File: config.mk
export PLATFORM = sky130hd
export DESIGN_NAME = calu_datapath
export DESIGN_NICKNAME = d
export VERILOG_FILES = /design/src/pkg/calu_pkg.sv /design/src/rtl/calu_datapath.sv
export SDC_FILE = /design/constraint.sdc
export NUM_CORES = 2
export LEC_CHECK = 0
export BUFFER_PORTS_ARGS = -buffer_cell sky130_fd_sc_hd__buf_4
export CAP_MARGIN = 25
export CELL_PAD_IN_SITES_DETAIL_PLACEMENT = 2
export CELL_PAD_IN_SITES_GLOBAL_PLACEMENT = 2
export CORE_UTILIZATION = 42
export CTS_CLUSTER_DIAMETER = 80
export CTS_CLUSTER_SIZE = 20
export DETAILED_ROUTE_END_ITERATION = 7
export PLACE_DENSITY = 0.85
export REMOVE_ABC_BUFFERS = 1
export SLEW_MARGIN = 25
export SYNTH_ARGS = -nofsm -noshare
export SYNTH_HDL_FRONTEND = slang
export SYNTH_SLANG_ARGS = --single-unit
File: constraint.sdc
create_clock -name aclk -period 14.8 [get_ports aclk]
set_clock_uncertainty 0.15 [all_clocks]
set_input_delay 2.22 -clock aclk [delete_from_list [all_inputs] [get_ports aclk]]
set_output_delay 2.22 -clock aclk [all_outputs]
set_load 0.01 [all_outputs]
File: src/pkg/calu_pkg.sv
// Constants, field positions and encodings of the ALU status datapath.
package calu_pkg;
	localparam int ADDR_W = 8;
	localparam logic [7:0] A_STATUS = 8'h00;
	localparam logic [7:0] A_CTRL = 8'h04;
	localparam logic [7:0] A_OPA = 8'h08;
	localparam logic [7:0] A_OPB = 8'h0C;
	localparam logic [7:0] A_OPM = 8'h10;
	localparam logic [7:0] A_DHI = 8'h14;
	localparam logic [7:0] A_CMD = 8'h18;
	localparam logic [7:0] A_RLO = 8'h1C;
	localparam logic [7:0] A_RHI = 8'h20;
	localparam logic [7:0] A_MISC = 8'h24;
	localparam logic [7:0] A_PADR = 8'h28;
	localparam int SB_DC = 8;
	localparam int SB_IPL = 5;
	localparam int SB_N = 3;
	localparam int SB_OV = 2;
	localparam int SB_Z = 1;
	localparam int SB_C = 0;
	localparam int CB_CPU_PRIORITY_HIGH_BIT = 3;
	localparam logic [15:0] CTRL_FIXED = 16'h0004;
	localparam int MB_NESTING_DISABLE = 0;
	localparam int MB_BUSY = 1;
	localparam int MB_DST = 2;
	localparam int MB_ERR = 3;
	localparam int PB_TBL = 24;
	localparam int PB_PAGE = 25;
	localparam int PB_OK = 31;
	localparam int CF_BYTE = 4;
	localparam int CF_SRCM = 5;
	localparam int CF_DSTM = 6;
	localparam int CF_MUL = 8;
	localparam int CF_DSGN = 11;
	localparam int CF_DLONG = 12;
	localparam logic [4:0] DIV_CYCLES = 5'h13;
	localparam logic [4:0] DIV_LAST = 5'h0F;
	localparam logic [1:0] RESP_OKAY = 2'h0;
	localparam logic [1:0] RESP_SLVERR = 2'h2;
	typedef enum logic [3:0] {
		OP_ADD = 4'h0, OP_ADDC = 4'h1, OP_SUB = 4'h2, OP_SUBB = 4'h3,
		OP_AND = 4'h4, OP_IOR = 4'h5, OP_XOR = 4'h6, OP_ASR = 4'h7,
		OP_LSR = 4'h8, OP_SL = 4'h9, OP_MUL = 4'hA, OP_DIV = 4'hB
	} calu_op_t;
	typedef enum logic [2:0] {
		MM_SS = 3'h0, MM_UU = 3'h1, MM_SU = 3'h2, MM_US = 3'h3,
		MM_SL = 3'h4, MM_UL = 3'h5, MM_B8 = 3'h6
	} calu_mmode_t;
	typedef enum logic [1:0] {
		ST_IDLE = 2'h0, ST_DIV = 2'h1, ST_FIX = 2'h3
	} calu_state_t;
endpackage

File: src/rtl/calu_datapath.sv
// ALU, multiplier, divide assist and status word behind an AXI4-Lite slave.
// Notes on behaviour
// - Half carry: out of bit 3 for bytes, bit 7 for words.
// - Status bits 7..5 hold priority low bits; 7 blocks user interrupts.
// - Software priority low bit writes ignored while nesting disable is set.
// - Effective level is control high bit over the three low bits.
// - Control bit 3: software clears only, hardware sets or clears, resets 0.
// - Status bit 4 mirrors the repeat loop, read only, resets 0.
// - Negative flag follows the result sign.
// - Overflow flag marks signed two's complement overflow.
// - Zero flag is sticky for carry-chained operations.
// - Carry flag is carry out of the size's top bit.
// - Subtraction yields carry and half carry as inverted borrows.
// - Fixed and unused bits of both words read as documented.
// - Add, subtract, shift and logic in byte or word size.
// - Operand from register or memory; result tagged for either.
// - Seventeen bit multiplier with seven sign and size modes.
// - Divide leaves quotient and remainder in their registers.
// - Divisor from operand B register only; dividend upper half from higher register.
// - One iteration per divisor bit for both dividend sizes.
// - Multi-bit shift of up to fifteen places in one cycle.
// - Multi-bit shifts only between working registers.
// - Arithmetic right, logical right and left shifts.
// - Program addresses are 24 bits wide.
// - User program access below 800000h unless privileged table access.
// - An unheld divide takes 19 cycles; it may be held at any cycle, one cycle longer per held cycle.
//
// The register offsets and register access over AXI4-Lite were chosen for this implementation.
`timescale 1ns/10ps
module calu_datapath (
	input wire logic aclk,
	input wire logic aresetn,
	input wire logic [calu_pkg::ADDR_W-1:0] s_axi_awaddr,
	input wire logic s_axi_awvalid,
	output logic s_axi_awready,
	input wire logic [31:0] s_axi_wdata,
	input wire logic [3:0] s_axi_wstrb,
	input wire logic s_axi_wvalid,
	output logic s_axi_wready,
	output logic [1:0] s_axi_bresp,
	output logic s_axi_bvalid,
	input wire logic s_axi_bready,
	input wire logic [calu_pkg::ADDR_W-1:0] s_axi_araddr,
	input wire logic s_axi_arvalid,
	output logic s_axi_arready,
	output logic [31:0] s_axi_rdata,
	output logic [1:0] s_axi_rresp,
	output logic s_axi_rvalid,
	input wire logic s_axi_rready,
	input wire logic loop_active,
	input wire logic hw_ipl_load,
	input wire logic [3:0] hw_ipl_value,
	input wire logic div_hold,
	output logic [3:0] cpu_priority_level,
	output logic alu_busy,
	output logic result_to_mem,
	output logic prog_access_ok
);
	import calu_pkg::*;

	typedef struct packed {
		logic aw_have;
		logic [7:0] aw_addr;
		logic w_have;
		logic [31:0] w_data;
		logic [3:0] w_strb;
		logic bvalid;
		logic [1:0] bresp;
		logic rvalid;
		logic [31:0] rdata;
		logic [1:0] rresp;
		logic dc;
		logic [2:0] ipl;
		logic ra;
		logic n;
		logic ov;
		logic z;
		logic c;
		logic cpu_priority_high_bit;
		logic nesting_disable;
		logic [15:0] opa;
		logic [15:0] opb;
		logic [15:0] opm;
		logic [15:0] dhi;
		logic [15:0] cmd;
		logic [15:0] res_lo;
		logic [15:0] res_hi;
		logic dst;
		logic err;
		logic [23:0] padr;
		logic ptbl;
		logic ppage;
		logic pok;
		calu_state_t st;
		logic [4:0] cnt;
		logic [15:0] rem;
		logic [15:0] quo;
		logic [15:0] dvs;
		logic neg_q;
		logic neg_r;
	} calu_st_t;

	calu_st_t s_r, s_nxt;

	function automatic logic [15:0] wmerge(input logic [15:0] o,
			input logic [31:0] d, input logic [3:0] b);
		wmerge = {b[1] ? d[15:8] : o[15:8], b[0] ? d[7:0] : o[7:0]};
	endfunction

	function automatic logic [15:0] status_word(input calu_st_t q);
		status_word = 16'({q.dc, q.ipl, q.ra, q.n, q.ov, q.z, q.c});
	endfunction

	function automatic logic [15:0] ctrl_word(input calu_st_t q);
		ctrl_word = CTRL_FIXED | (16'(q.cpu_priority_high_bit) << CB_CPU_PRIORITY_HIGH_BIT);
	endfunction

	logic aw_fire, w_fire, wr_go, exec;
	logic [7:0] wa;
	logic [31:0] wd;
	logic [3:0] ws;
	logic [15:0] a, b, bx, r, sh_src, w16;
	logic [3:0] op;
	logic byte_op, cin, sub_op, is_shift, cmd_ok;
	logic [4:0] s5;
	logic [8:0] s9;
	logic [16:0] s17, t;
	logic sgn, zer, cv, hv, ovv;
	logic [8:0] aff;
	logic [16:0] ma, mb;
	logic [33:0] prod;
	logic dsg;
	logic [31:0] dvd, absd;
	logic [15:0] qf, rf;

	assign s_axi_awready = !s_r.aw_have && !s_r.bvalid;
	assign s_axi_wready = !s_r.w_have && !s_r.bvalid;
	assign s_axi_arready = !s_r.rvalid;
	assign s_axi_bvalid = s_r.bvalid;
	assign s_axi_bresp = s_r.bresp;
	assign s_axi_rvalid = s_r.rvalid;
	assign s_axi_rdata = s_r.rdata;
	assign s_axi_rresp = s_r.rresp;
	assign cpu_priority_level = {s_r.cpu_priority_high_bit, s_r.ipl};
	assign alu_busy = s_r.st != ST_IDLE;
	assign result_to_mem = s_r.dst;
	assign prog_access_ok = s_r.pok;

	always_comb begin
		s_nxt = s_r;
		aw_fire = s_axi_awvalid && s_axi_awready;
		w_fire = s_axi_wvalid && s_axi_wready;
		wr_go = (s_r.aw_have || aw_fire) && (s_r.w_have || w_fire);
		wa = s_r.aw_have ? s_r.aw_addr : s_axi_awaddr;
		wd = s_r.w_have ? s_r.w_data : s_axi_wdata;
		ws = s_r.w_have ? s_r.w_strb : s_axi_wstrb;
		w16 = wmerge(16'h0000, wd, ws);
		s_nxt.ra = loop_active;
		if (s_r.bvalid && s_axi_bready) begin
			s_nxt.bvalid = 1'b0;
		end
		if (s_r.rvalid && s_axi_rready) begin
			s_nxt.rvalid = 1'b0;
		end
		if (aw_fire) begin
			s_nxt.aw_have = 1'b1;
			s_nxt.aw_addr = s_axi_awaddr;
		end
		if (w_fire) begin
			s_nxt.w_have = 1'b1;
			s_nxt.w_data = s_axi_wdata;
			s_nxt.w_strb = s_axi_wstrb;
		end
		// Operand fetch and the add/subtract chain for both sizes.
		op = w16[3:0];
		byte_op = w16[CF_BYTE];
		a = w16[CF_SRCM] ? s_r.opm : s_r.opa;
		b = s_r.opb;
		sub_op = op == OP_SUB || op == OP_SUBB;
		bx = sub_op ? ~b : b;
		cin = (op == OP_ADDC || op == OP_SUBB) ? s_r.c : sub_op;
		s5 = {1'b0, a[3:0]} + {1'b0, bx[3:0]} + 5'(cin);
		s9 = {1'b0, a[7:0]} + {1'b0, bx[7:0]} + 9'(cin);
		s17 = {1'b0, a} + {1'b0, bx} + 17'(cin);
		is_shift = op == OP_ASR || op == OP_LSR || op == OP_SL;
		sh_src = byte_op ? {{8{a[7] && op == OP_ASR}}, a[7:0]} : a;
		// The mask is indexed by status bit position, so it spans up to the half carry bit.
		aff = 9'h000;
		r = s17[15:0];
		cv = byte_op ? s9[8] : s17[16];
		hv = byte_op ? s5[4] : s9[8];
		unique case (op)
			OP_ADD, OP_ADDC, OP_SUB, OP_SUBB: begin
				aff = 9'h10F;
			end
			OP_AND: begin
				r = a & b;
				aff = 9'h00A;
			end
			OP_IOR: begin
				r = a | b;
				aff = 9'h00A;
			end
			OP_XOR: begin
				r = a ^ b;
				aff = 9'h00A;
			end
			OP_ASR: begin
				r = 16'($signed(sh_src) >>> b[3:0]);
				cv = a[0];
			end
			OP_LSR: begin
				r = sh_src >> b[3:0];
				cv = a[0];
			end
			OP_SL: begin
				r = sh_src << b[3:0];
				cv = byte_op ? a[7] : a[15];
			end
			default: begin
				r = s17[15:0];
			end
		endcase
		if (is_shift) begin
			// A single-place shift also reports the bit that fell out.
			aff = (b[3:0] == 4'h1) ? 9'h00B : 9'h00A;
		end
		if (byte_op) begin
			r = {a[15:8], r[7:0]};
		end
		sgn = byte_op ? r[7] : r[15];
		zer = byte_op ? (r[7:0] == 8'h00) : (r == 16'h0000);
		ovv = byte_op ? (a[7] == bx[7]) && (r[7] != a[7])
			: (a[15] == bx[15]) && (r[15] != a[15]);
		// The multiplier works on 17-bit signed values.
		unique case (calu_mmode_t'(w16[CF_MUL+:3]))
			MM_SS, MM_SU, MM_SL: ma = {a[15], a};
			MM_B8: ma = {9'h000, a[7:0]};
			default: ma = {1'b0, a};
		endcase
		unique case (calu_mmode_t'(w16[CF_MUL+:3]))
			MM_SS, MM_US: mb = {b[15], b};
			MM_SL, MM_UL: mb = {12'h000, b[4:0]};
			MM_B8: mb = {9'h000, b[7:0]};
			default: mb = {1'b0, b};
		endcase
		prod = 34'($signed(ma) * $signed(mb));
		dsg = w16[CF_DSGN];
		dvd = w16[CF_DLONG] ? {s_r.dhi, s_r.opa}
			: {dsg ? {16{s_r.opa[15]}} : 16'h0000, s_r.opa};
		absd = (dsg && dvd[31]) ? 32'(-dvd) : dvd;
		cmd_ok = s_r.st == ST_IDLE && op <= OP_DIV
			&& !(is_shift && (w16[CF_SRCM] || w16[CF_DSTM]));
		exec = wr_go && wa == A_CMD && cmd_ok;
		if (wr_go) begin
			s_nxt.aw_have = 1'b0;
			s_nxt.w_have = 1'b0;
			s_nxt.bvalid = 1'b1;
			s_nxt.bresp = RESP_OKAY;
			case (wa)
				A_STATUS: begin
					s_nxt.dc = wd[SB_DC];
					s_nxt.n = wd[SB_N];
					s_nxt.ov = wd[SB_OV];
					s_nxt.z = wd[SB_Z];
					s_nxt.c = wd[SB_C];
					if (!s_r.nesting_disable) begin
						s_nxt.ipl = wd[SB_IPL+:3];
					end
				end
				A_CTRL: begin
					if (!wd[CB_CPU_PRIORITY_HIGH_BIT]) begin
						s_nxt.cpu_priority_high_bit = 1'b0;
					end
				end
				A_OPA: s_nxt.opa = wmerge(s_r.opa, wd, ws);
				A_OPB: s_nxt.opb = wmerge(s_r.opb, wd, ws);
				A_OPM: s_nxt.opm = wmerge(s_r.opm, wd, ws);
				A_DHI: s_nxt.dhi = wmerge(s_r.dhi, wd, ws);
				A_MISC: s_nxt.nesting_disable = wd[MB_NESTING_DISABLE];
				A_PADR: begin
					s_nxt.padr = wd[23:0];
					s_nxt.ptbl = wd[PB_TBL];
					s_nxt.ppage = wd[PB_PAGE];
					s_nxt.pok = !wd[23] || (wd[PB_TBL] && wd[PB_PAGE]);
				end
				A_CMD: begin
					s_nxt.err = !cmd_ok;
					if (!cmd_ok) begin
						s_nxt.bresp = RESP_SLVERR;
					end
				end
				A_RLO, A_RHI: begin
				end
				default: s_nxt.bresp = RESP_SLVERR;
			endcase
		end
		if (exec) begin
			s_nxt.cmd = w16;
			s_nxt.dst = w16[CF_DSTM];
			if (op == OP_MUL) begin
				s_nxt.res_lo = prod[15:0];
				s_nxt.res_hi = prod[31:16];
			end else if (op == OP_DIV) begin
				s_nxt.st = ST_DIV;
				s_nxt.cnt = 5'h00;
				s_nxt.rem = absd[31:16];
				s_nxt.quo = absd[15:0];
				s_nxt.dvs = (dsg && b[15]) ? 16'(-b) : b;
				s_nxt.neg_q = dsg && (dvd[31] ^ b[15]);
				s_nxt.neg_r = dsg && dvd[31];
			end else begin
				s_nxt.res_lo = r;
			end
			// Untouched flags keep their value.
			if (aff[SB_DC]) begin
				s_nxt.dc = hv;
			end
			if (aff[SB_N]) begin
				s_nxt.n = sgn;
			end
			if (aff[SB_OV]) begin
				s_nxt.ov = ovv;
			end
			if (aff[SB_C]) begin
				s_nxt.c = cv;
			end
			if (aff[SB_Z]) begin
				// Chained operations can only clear zero, so a multiword zero test works.
				s_nxt.z = (op == OP_ADDC || op == OP_SUBB) ? (s_r.z && zer) : zer;
			end
		end
		// One restoring step per divisor bit; hold freezes it for an interrupt.
		t = {s_r.rem, s_r.quo[15]};
		qf = s_r.neg_q ? 16'(-s_r.quo) : s_r.quo;
		rf = s_r.neg_r ? 16'(-s_r.rem) : s_r.rem;
		unique case (s_r.st)
			ST_IDLE: begin
			end
			ST_DIV: begin
				if (!div_hold) begin
					if (t >= {1'b0, s_r.dvs}) begin
						s_nxt.rem = 16'(t - {1'b0, s_r.dvs});
						s_nxt.quo = {s_r.quo[14:0], 1'b1};
					end else begin
						s_nxt.rem = t[15:0];
						s_nxt.quo = {s_r.quo[14:0], 1'b0};
					end
					s_nxt.cnt = s_r.cnt + 5'h01;
					if (s_r.cnt == DIV_LAST) begin
						s_nxt.st = ST_FIX;
					end
				end
			end
			ST_FIX: begin
				if (!div_hold) begin
					s_nxt.cnt = s_r.cnt + 5'h01;
					if (s_r.cnt == DIV_CYCLES - 5'h01) begin
						s_nxt.st = ST_IDLE;
						s_nxt.res_lo = qf;
						s_nxt.res_hi = rf;
						s_nxt.n = qf[15];
						s_nxt.z = qf == 16'h0000;
					end
				end
			end
		endcase
		if (!s_r.rvalid && s_axi_arvalid) begin
			s_nxt.rvalid = 1'b1;
			s_nxt.rresp = RESP_OKAY;
			s_nxt.rdata = 32'h0000_0000;
			case (s_axi_araddr)
				A_STATUS: s_nxt.rdata = 32'(status_word(s_r));
				A_CTRL: s_nxt.rdata = 32'(ctrl_word(s_r));
				A_OPA: s_nxt.rdata = 32'(s_r.opa);
				A_OPB: s_nxt.rdata = 32'(s_r.opb);
				A_OPM: s_nxt.rdata = 32'(s_r.opm);
				A_DHI: s_nxt.rdata = 32'(s_r.dhi);
				A_CMD: s_nxt.rdata = 32'(s_r.cmd);
				A_RLO: s_nxt.rdata = 32'(s_r.res_lo);
				A_RHI: s_nxt.rdata = 32'(s_r.res_hi);
				A_MISC: s_nxt.rdata = 32'({s_r.err, s_r.dst, s_r.st != ST_IDLE, s_r.nesting_disable});
				A_PADR: s_nxt.rdata = {s_r.pok, 5'h00, s_r.ppage, s_r.ptbl, s_r.padr};
				default: s_nxt.rresp = RESP_SLVERR;
			endcase
		end
		// Hardware priority updates win over a software write in the same cycle.
		if (hw_ipl_load) begin
			s_nxt.ipl = hw_ipl_value[2:0];
			s_nxt.cpu_priority_high_bit = hw_ipl_value[3];
		end
	end

	always_ff @(posedge aclk) begin
		if (!aresetn) begin
			s_r <= '0;
			s_r.st <= ST_IDLE;
			s_r.pok <= 1'b1;
		end else begin
			s_r <= s_nxt;
		end
	end

	// Helper state for the checks below.
	logic [5:0] h_len;
	logic h_held;
	logic [31:0] h_dvd;
	logic [15:0] h_dvs;
	logic h_uns;
	always_ff @(posedge aclk) begin
		if (!aresetn) begin
			h_len <= 6'h00;
			h_held <= 1'b0;
			h_dvd <= 32'h0000_0000;
			h_dvs <= 16'h0000;
			h_uns <= 1'b0;
		end else if (exec && op == OP_DIV) begin
			h_len <= 6'h00;
			h_held <= 1'b0;
			h_dvd <= dvd;
			h_dvs <= b;
			h_uns <= !dsg;
		end else if (s_r.st != ST_IDLE) begin
			h_len <= h_len + 6'h01;
			h_held <= h_held || div_hold;
		end
	end
endmodule

==> Implementation_results.wiki <==
{| class="wikitable"
! Metric !! Value
|-
| Share of synthesized area occupied by flip-flops and latches || 0.183
|-
| Sequential cell fraction of total power || 0.476
|-
| Final instance count without filler cells || around 4700
|-
| Antenna viol nets, final || 0
|-
| Reg2Reg Capture Point || s_r[99]
|-
| Number of antenna violations at the first check in global routing || 3
|-
| Switching Fraction || 0.319
|-
| CTS Buf Count || 21
|-
| Global-route wire length before repair || 221000 microns
|-
| Area post-placement || roughly 32000 sq um
|-
| Data required time of the worst path || 15.16 ns
|-
| Area growth from synthesis to final layout || 6.94%
|-
| Type of the worst min-delay path || reg2reg
|-
| Synthesized area per cell || 7.94 sq um
|-
| Worst Setup Slack, final || 3.91 ns
|-
| Worst reg2reg path startpoint || s_r[283]
|-
| Met2 global-route usage || 0.644
|-
| Depth of the worst register-to-register path || 25
|-
| Global routing's busiest layer || met2
|-
| Total of endpoints with negative setup slack in the final report || 0
|-
| Clk Latency, worst-skew pair || between 0.5 and 0.6 ns
|-
| Internal Pwr Total || 1100 uW
|-
| Number of synthesized flops with an enable pin || 0
|-
| Total gr overflow || 0
|-
| Worst Setup Slack post-DPL || 3.62 ns
|-
| Wirelength, routed || 149000 microns
|-
| Via density || roughly 6.5
|-
| Yosys Warn Count || 0
|-
| Crit Path Category || in2reg
|-
| Slew margin rel. || 0.254
|-
| Number of design-rule violations left by the first detailed-router iteration || 2939
|-
| CORE AREA || 71500 sq um
|-
| Maximum clock rate || 91.8 MHz
|-
| Clock Tree Buf Depth || 3
|-
| Most common cell after layout, fill and taps aside || sky130_fd_sc_hd__nand2_1
|-
| Hold Crit Depth || 2
|-
| Layout Cell Area excl Fill || 32400 sq um
|-
| GR met1 Demand/Resource || 0.503
|-
| Final weighted congestion in routability-driven placement || 1.01
|-
| Final Hold Vio Count || 0
|-
| Synthesized flop and latch total || between 200 and 300
|-
| Clock power frac || 0.375
|-
| Worst R2R Setup Slack || around 5.0 ns
|-
| Worst hold endpoint || s_r[133]
|-
| Vertical die dimension || 271 microns
|-
| Starting density of the core || 0.424
|-
| Commonest register cell after synthesis || sky130_fd_sc_hd__dfxtp_1
|-
| Number of resized instances in the post-cts repair step || 0
|-
| Number of buffers added for setup after CTS || 0
|-
| Row count || 98
|-
| Met3 global-route usage || 0.0805
|-
| Unrepaired setup endpoints after global routing || false
|-
| Clock tree root buffer cell || sky130_fd_sc_hd__clkbuf_16
|-
| Via count of the routed design || 30900
|-
| Result of the run || finished with violations
|-
| Origin of the worst min-delay path || s_r[133]
|-
| Portion of synthesized cell area occupied by the leading cell type || 0.188
|-
| Data arrival time of the worst path || between 10 and 15 ns
|-
| Summed instance area of the synthesized netlist || 30300 sq um
|-
| Net switching power || 515 uW
|-
| Pleak || 0.0147 uW
|-
| Clock slew at the register clock pins of the worst setup and hold paths || roughly 0.090 ns
|-
| Final-layout setup total negative slack || 0 ns
|-
| Distinct cell type count of the synthesized netlist || 91
|-
| Worst-Margin Slew || 1.09 ns
|-
| I/O Buffers || 98
|-
| Max-slew violations || 0
|-
| Cell types with the largest area share after synthesis || sky130_fd_sc_hd__fa_1, sky130_fd_sc_hd__dfxtp_1, sky130_fd_sc_hd__nand2_1
|-
| Post-synth top area cell || sky130_fd_sc_hd__fa_1
|-
| Number of max-cap violations || 0
|-
| Count of boundary I/O pins || 114
|-
| DRC || 1
|-
| Share of cells above drive strength 1 || 0.0788
|-
| Via count of the first global-routing pass || 33900
|-
| # hold bufs at CTS || 0
|-
| Synth async-reset ratio || 0
|-
| Maximum fanout encountered on the critical timing path || 16
|-
| Horizontal extent of the die || about 270 microns
|-
| Total number of clock tree sinks || 277
|-
| Post-synthesis cell count || 3817
|-
| PD cells || 49.8 nW/um^2
|-
| NumNets Final || about 4300
|-
| Post-route clock period utilization || 0.736
|-
| Count of placed standard cells including taps || 4689
|-
| Power share of the combinational group || 0.150
|-
| Overall power of the completed layout || 1620 uW
|-
| Commonest cells after routing, fill and taps aside || sky130_fd_sc_hd__nand2_1, sky130_fd_sc_hd__inv_1, sky130_fd_sc_hd__nor2_1, sky130_fd_sc_hd__fa_1, sky130_fd_sc_hd__dfxtp_1
|-
| Time the worst path needs with I/O delays and setup || 10.89 ns
|-
| TritonCTS clock tree || built
|-
| Violated checks || design-rule violations
|-
| Worst-case vdd ir drop || 0.0644 mV
|-
| Worst Setup End Kind || flip-flop
|-
| GR Util All Layers || 0.402
|-
| H-Tree Level Count || 1
|-
| Initial DRT Pass Iterations || 8
|-
| Wire length per cell || 31.5 microns
|-
| Startpoint class of the critical path || input pin
|-
| Maximum number of pins on one net before global-route repair || 84
|-
| HPWL reported at the end of detailed placement || around 110000 microns
|-
| Die Area || 73300 sq um
|}
[worst max-delay path, cell delays in order]
cell and delay [ns]:
sky130_fd_sc_hd__buf_4 0.17, sky130_fd_sc_hd__and3b_2 0.33, sky130_fd_sc_hd__nor2_4 0.43, sky130_fd_sc_hd__mux2_2 0.63, sky130_fd_sc_hd__inv_1 0.74, sky130_fd_sc_hd__nor2_1 0.18, sky130_fd_sc_hd__fa_1 0.56, sky130_fd_sc_hd__fa_1 0.50
sky130_fd_sc_hd__ha_1 0.23, sky130_fd_sc_hd__fa_1 0.49, sky130_fd_sc_hd__inv_1 0.06, sky130_fd_sc_hd__fa_1 0.53, sky130_fd_sc_hd__fa_1 0.51, sky130_fd_sc_hd__inv_1 0.06, sky130_fd_sc_hd__ha_1 0.32, sky130_fd_sc_hd__o21ai_0 0.48
sky130_fd_sc_hd__nor4_1 0.16, sky130_fd_sc_hd__nor3_1 0.77, sky130_fd_sc_hd__a211oi_1 0.29, sky130_fd_sc_hd__o21ai_0 0.41, sky130_fd_sc_hd__a21oi_1 0.24, sky130_fd_sc_hd__or2_2 0.34, sky130_fd_sc_hd__a31oi_1 0.23, sky130_fd_sc_hd__mux2i_1 0.22
sky130_fd_sc_hd__o21a_1 0.12
[worst max path at each step]
stage	cells past startpoint	slack, ns	from	to
floorplan	25	5.50	s_axi_wdata[9]	s_r[98]
global placement	29	3.85	s_axi_wstrb[0]	s_r[99]
detailed placement	25	3.62	s_axi_wstrb[0]	s_r[99]
CTS	25	4.14	s_axi_wstrb[0]	s_r[99]
global route	29	3.81	s_axi_wstrb[0]	s_r[93]
finish	25	3.91	s_axi_wstrb[0]	s_r[99]
[state kept, by name, summed over array words and instances, names as in the netlist]
| name | count |
|---|---|
| cpu_priority_level | 4 |
| s_axi_rdata | 27 |
| s_axi_bresp | 1 |
| s_r | 225 |
| s_axi_rresp | 1 |
| b | 16 |
| prog_access_ok | 1 |
| s_axi_rvalid | 1 |
| s_axi_bvalid | 1 |
[power groups by stage]
stage               logic (uW)  clock network (uW)  registers [uW]
floorplan                  111                   0             786
global placement           222                   0             784
detailed placement         230                   0             785
CTS                        233                 609             768
global route               251                 632             769
finish                     242                 605             768
[cell families after synthesis]
logic type               synth area share
AND/OR/NAND/NOR                     0.193
AO/OA/AOI/OAI                       0.216
buffers and inverters              0.0845
adder cells (fa/ha/maj)             0.252
flip-flops                          0.183
XOR/XNOR                           0.0387
multiplexers                       0.0329
other                            0.000124
[synth_stat cells (22+ instances only)]
cell                         n
sky130_fd_sc_hd__a211oi_1   38
sky130_fd_sc_hd__a21boi_0   75
sky130_fd_sc_hd__a21o_1     30
sky130_fd_sc_hd__a21oi_1   176
sky130_fd_sc_hd__a221oi_1   23
sky130_fd_sc_hd__a222oi_1   22
sky130_fd_sc_hd__a22oi_1    29
sky130_fd_sc_hd__a31oi_1    38
sky130_fd_sc_hd__and2_1     40
sky130_fd_sc_hd__and3_1     24
sky130_fd_sc_hd__buf_4      46
sky130_fd_sc_hd__clkbuf_1  191
sky130_fd_sc_hd__dfxtp_1   277
sky130_fd_sc_hd__fa_1      285
sky130_fd_sc_hd__ha_1      154
sky130_fd_sc_hd__inv_1     354
sky130_fd_sc_hd__mux2i_1    41
sky130_fd_sc_hd__nand2_1   618
sky130_fd_sc_hd__nand3_1    85
sky130_fd_sc_hd__nand4_1    22
sky130_fd_sc_hd__nor2_1    351
sky130_fd_sc_hd__nor2b_1    27
sky130_fd_sc_hd__nor3_1     55
sky130_fd_sc_hd__o211a_1   103
sky130_fd_sc_hd__o211ai_1   46
sky130_fd_sc_hd__o21ai_0   178
sky130_fd_sc_hd__xnor2_1   101
sky130_fd_sc_hd__xor2_1     33
[stage by stage]
| stage | hold slack (ns) | util |
|---|---|---|
| floorplan | 0.274 | - |
| global placement | 0.283 | 0.444 |
| detailed placement | 0.300 | 0.444 |
| CTS | 0.322 | 0.453 |
| global route | 0.343 | 0.453 |
| finish | 0.322 | 0.454 |
[cell type report]
| class | instances | area [sq um] |
|---|---|---|
| fill | 8163 | 39100 |
| multi-input combinational | 2918 | 22300 |
| sequential | 277 | 5550 |
| timing repair buffer | 186 | 1400 |
| inverter | 358 | 1340 |
| tap | 950 | 1190 |
| clock buffer | 22 | 529 |
| clock inverter | 10 | 115 |
| antenna | 1 | 2.50 |
[routing by layer]
metal / share of wire / up-vias
met5: 0.00027 / -
met4: 0.067 / 6
met3: 0.088 / 540
met2: 0.45 / 1590
met1: 0.39 / 15900
li1: - / 12900
(Power assumes the default switching activity.)
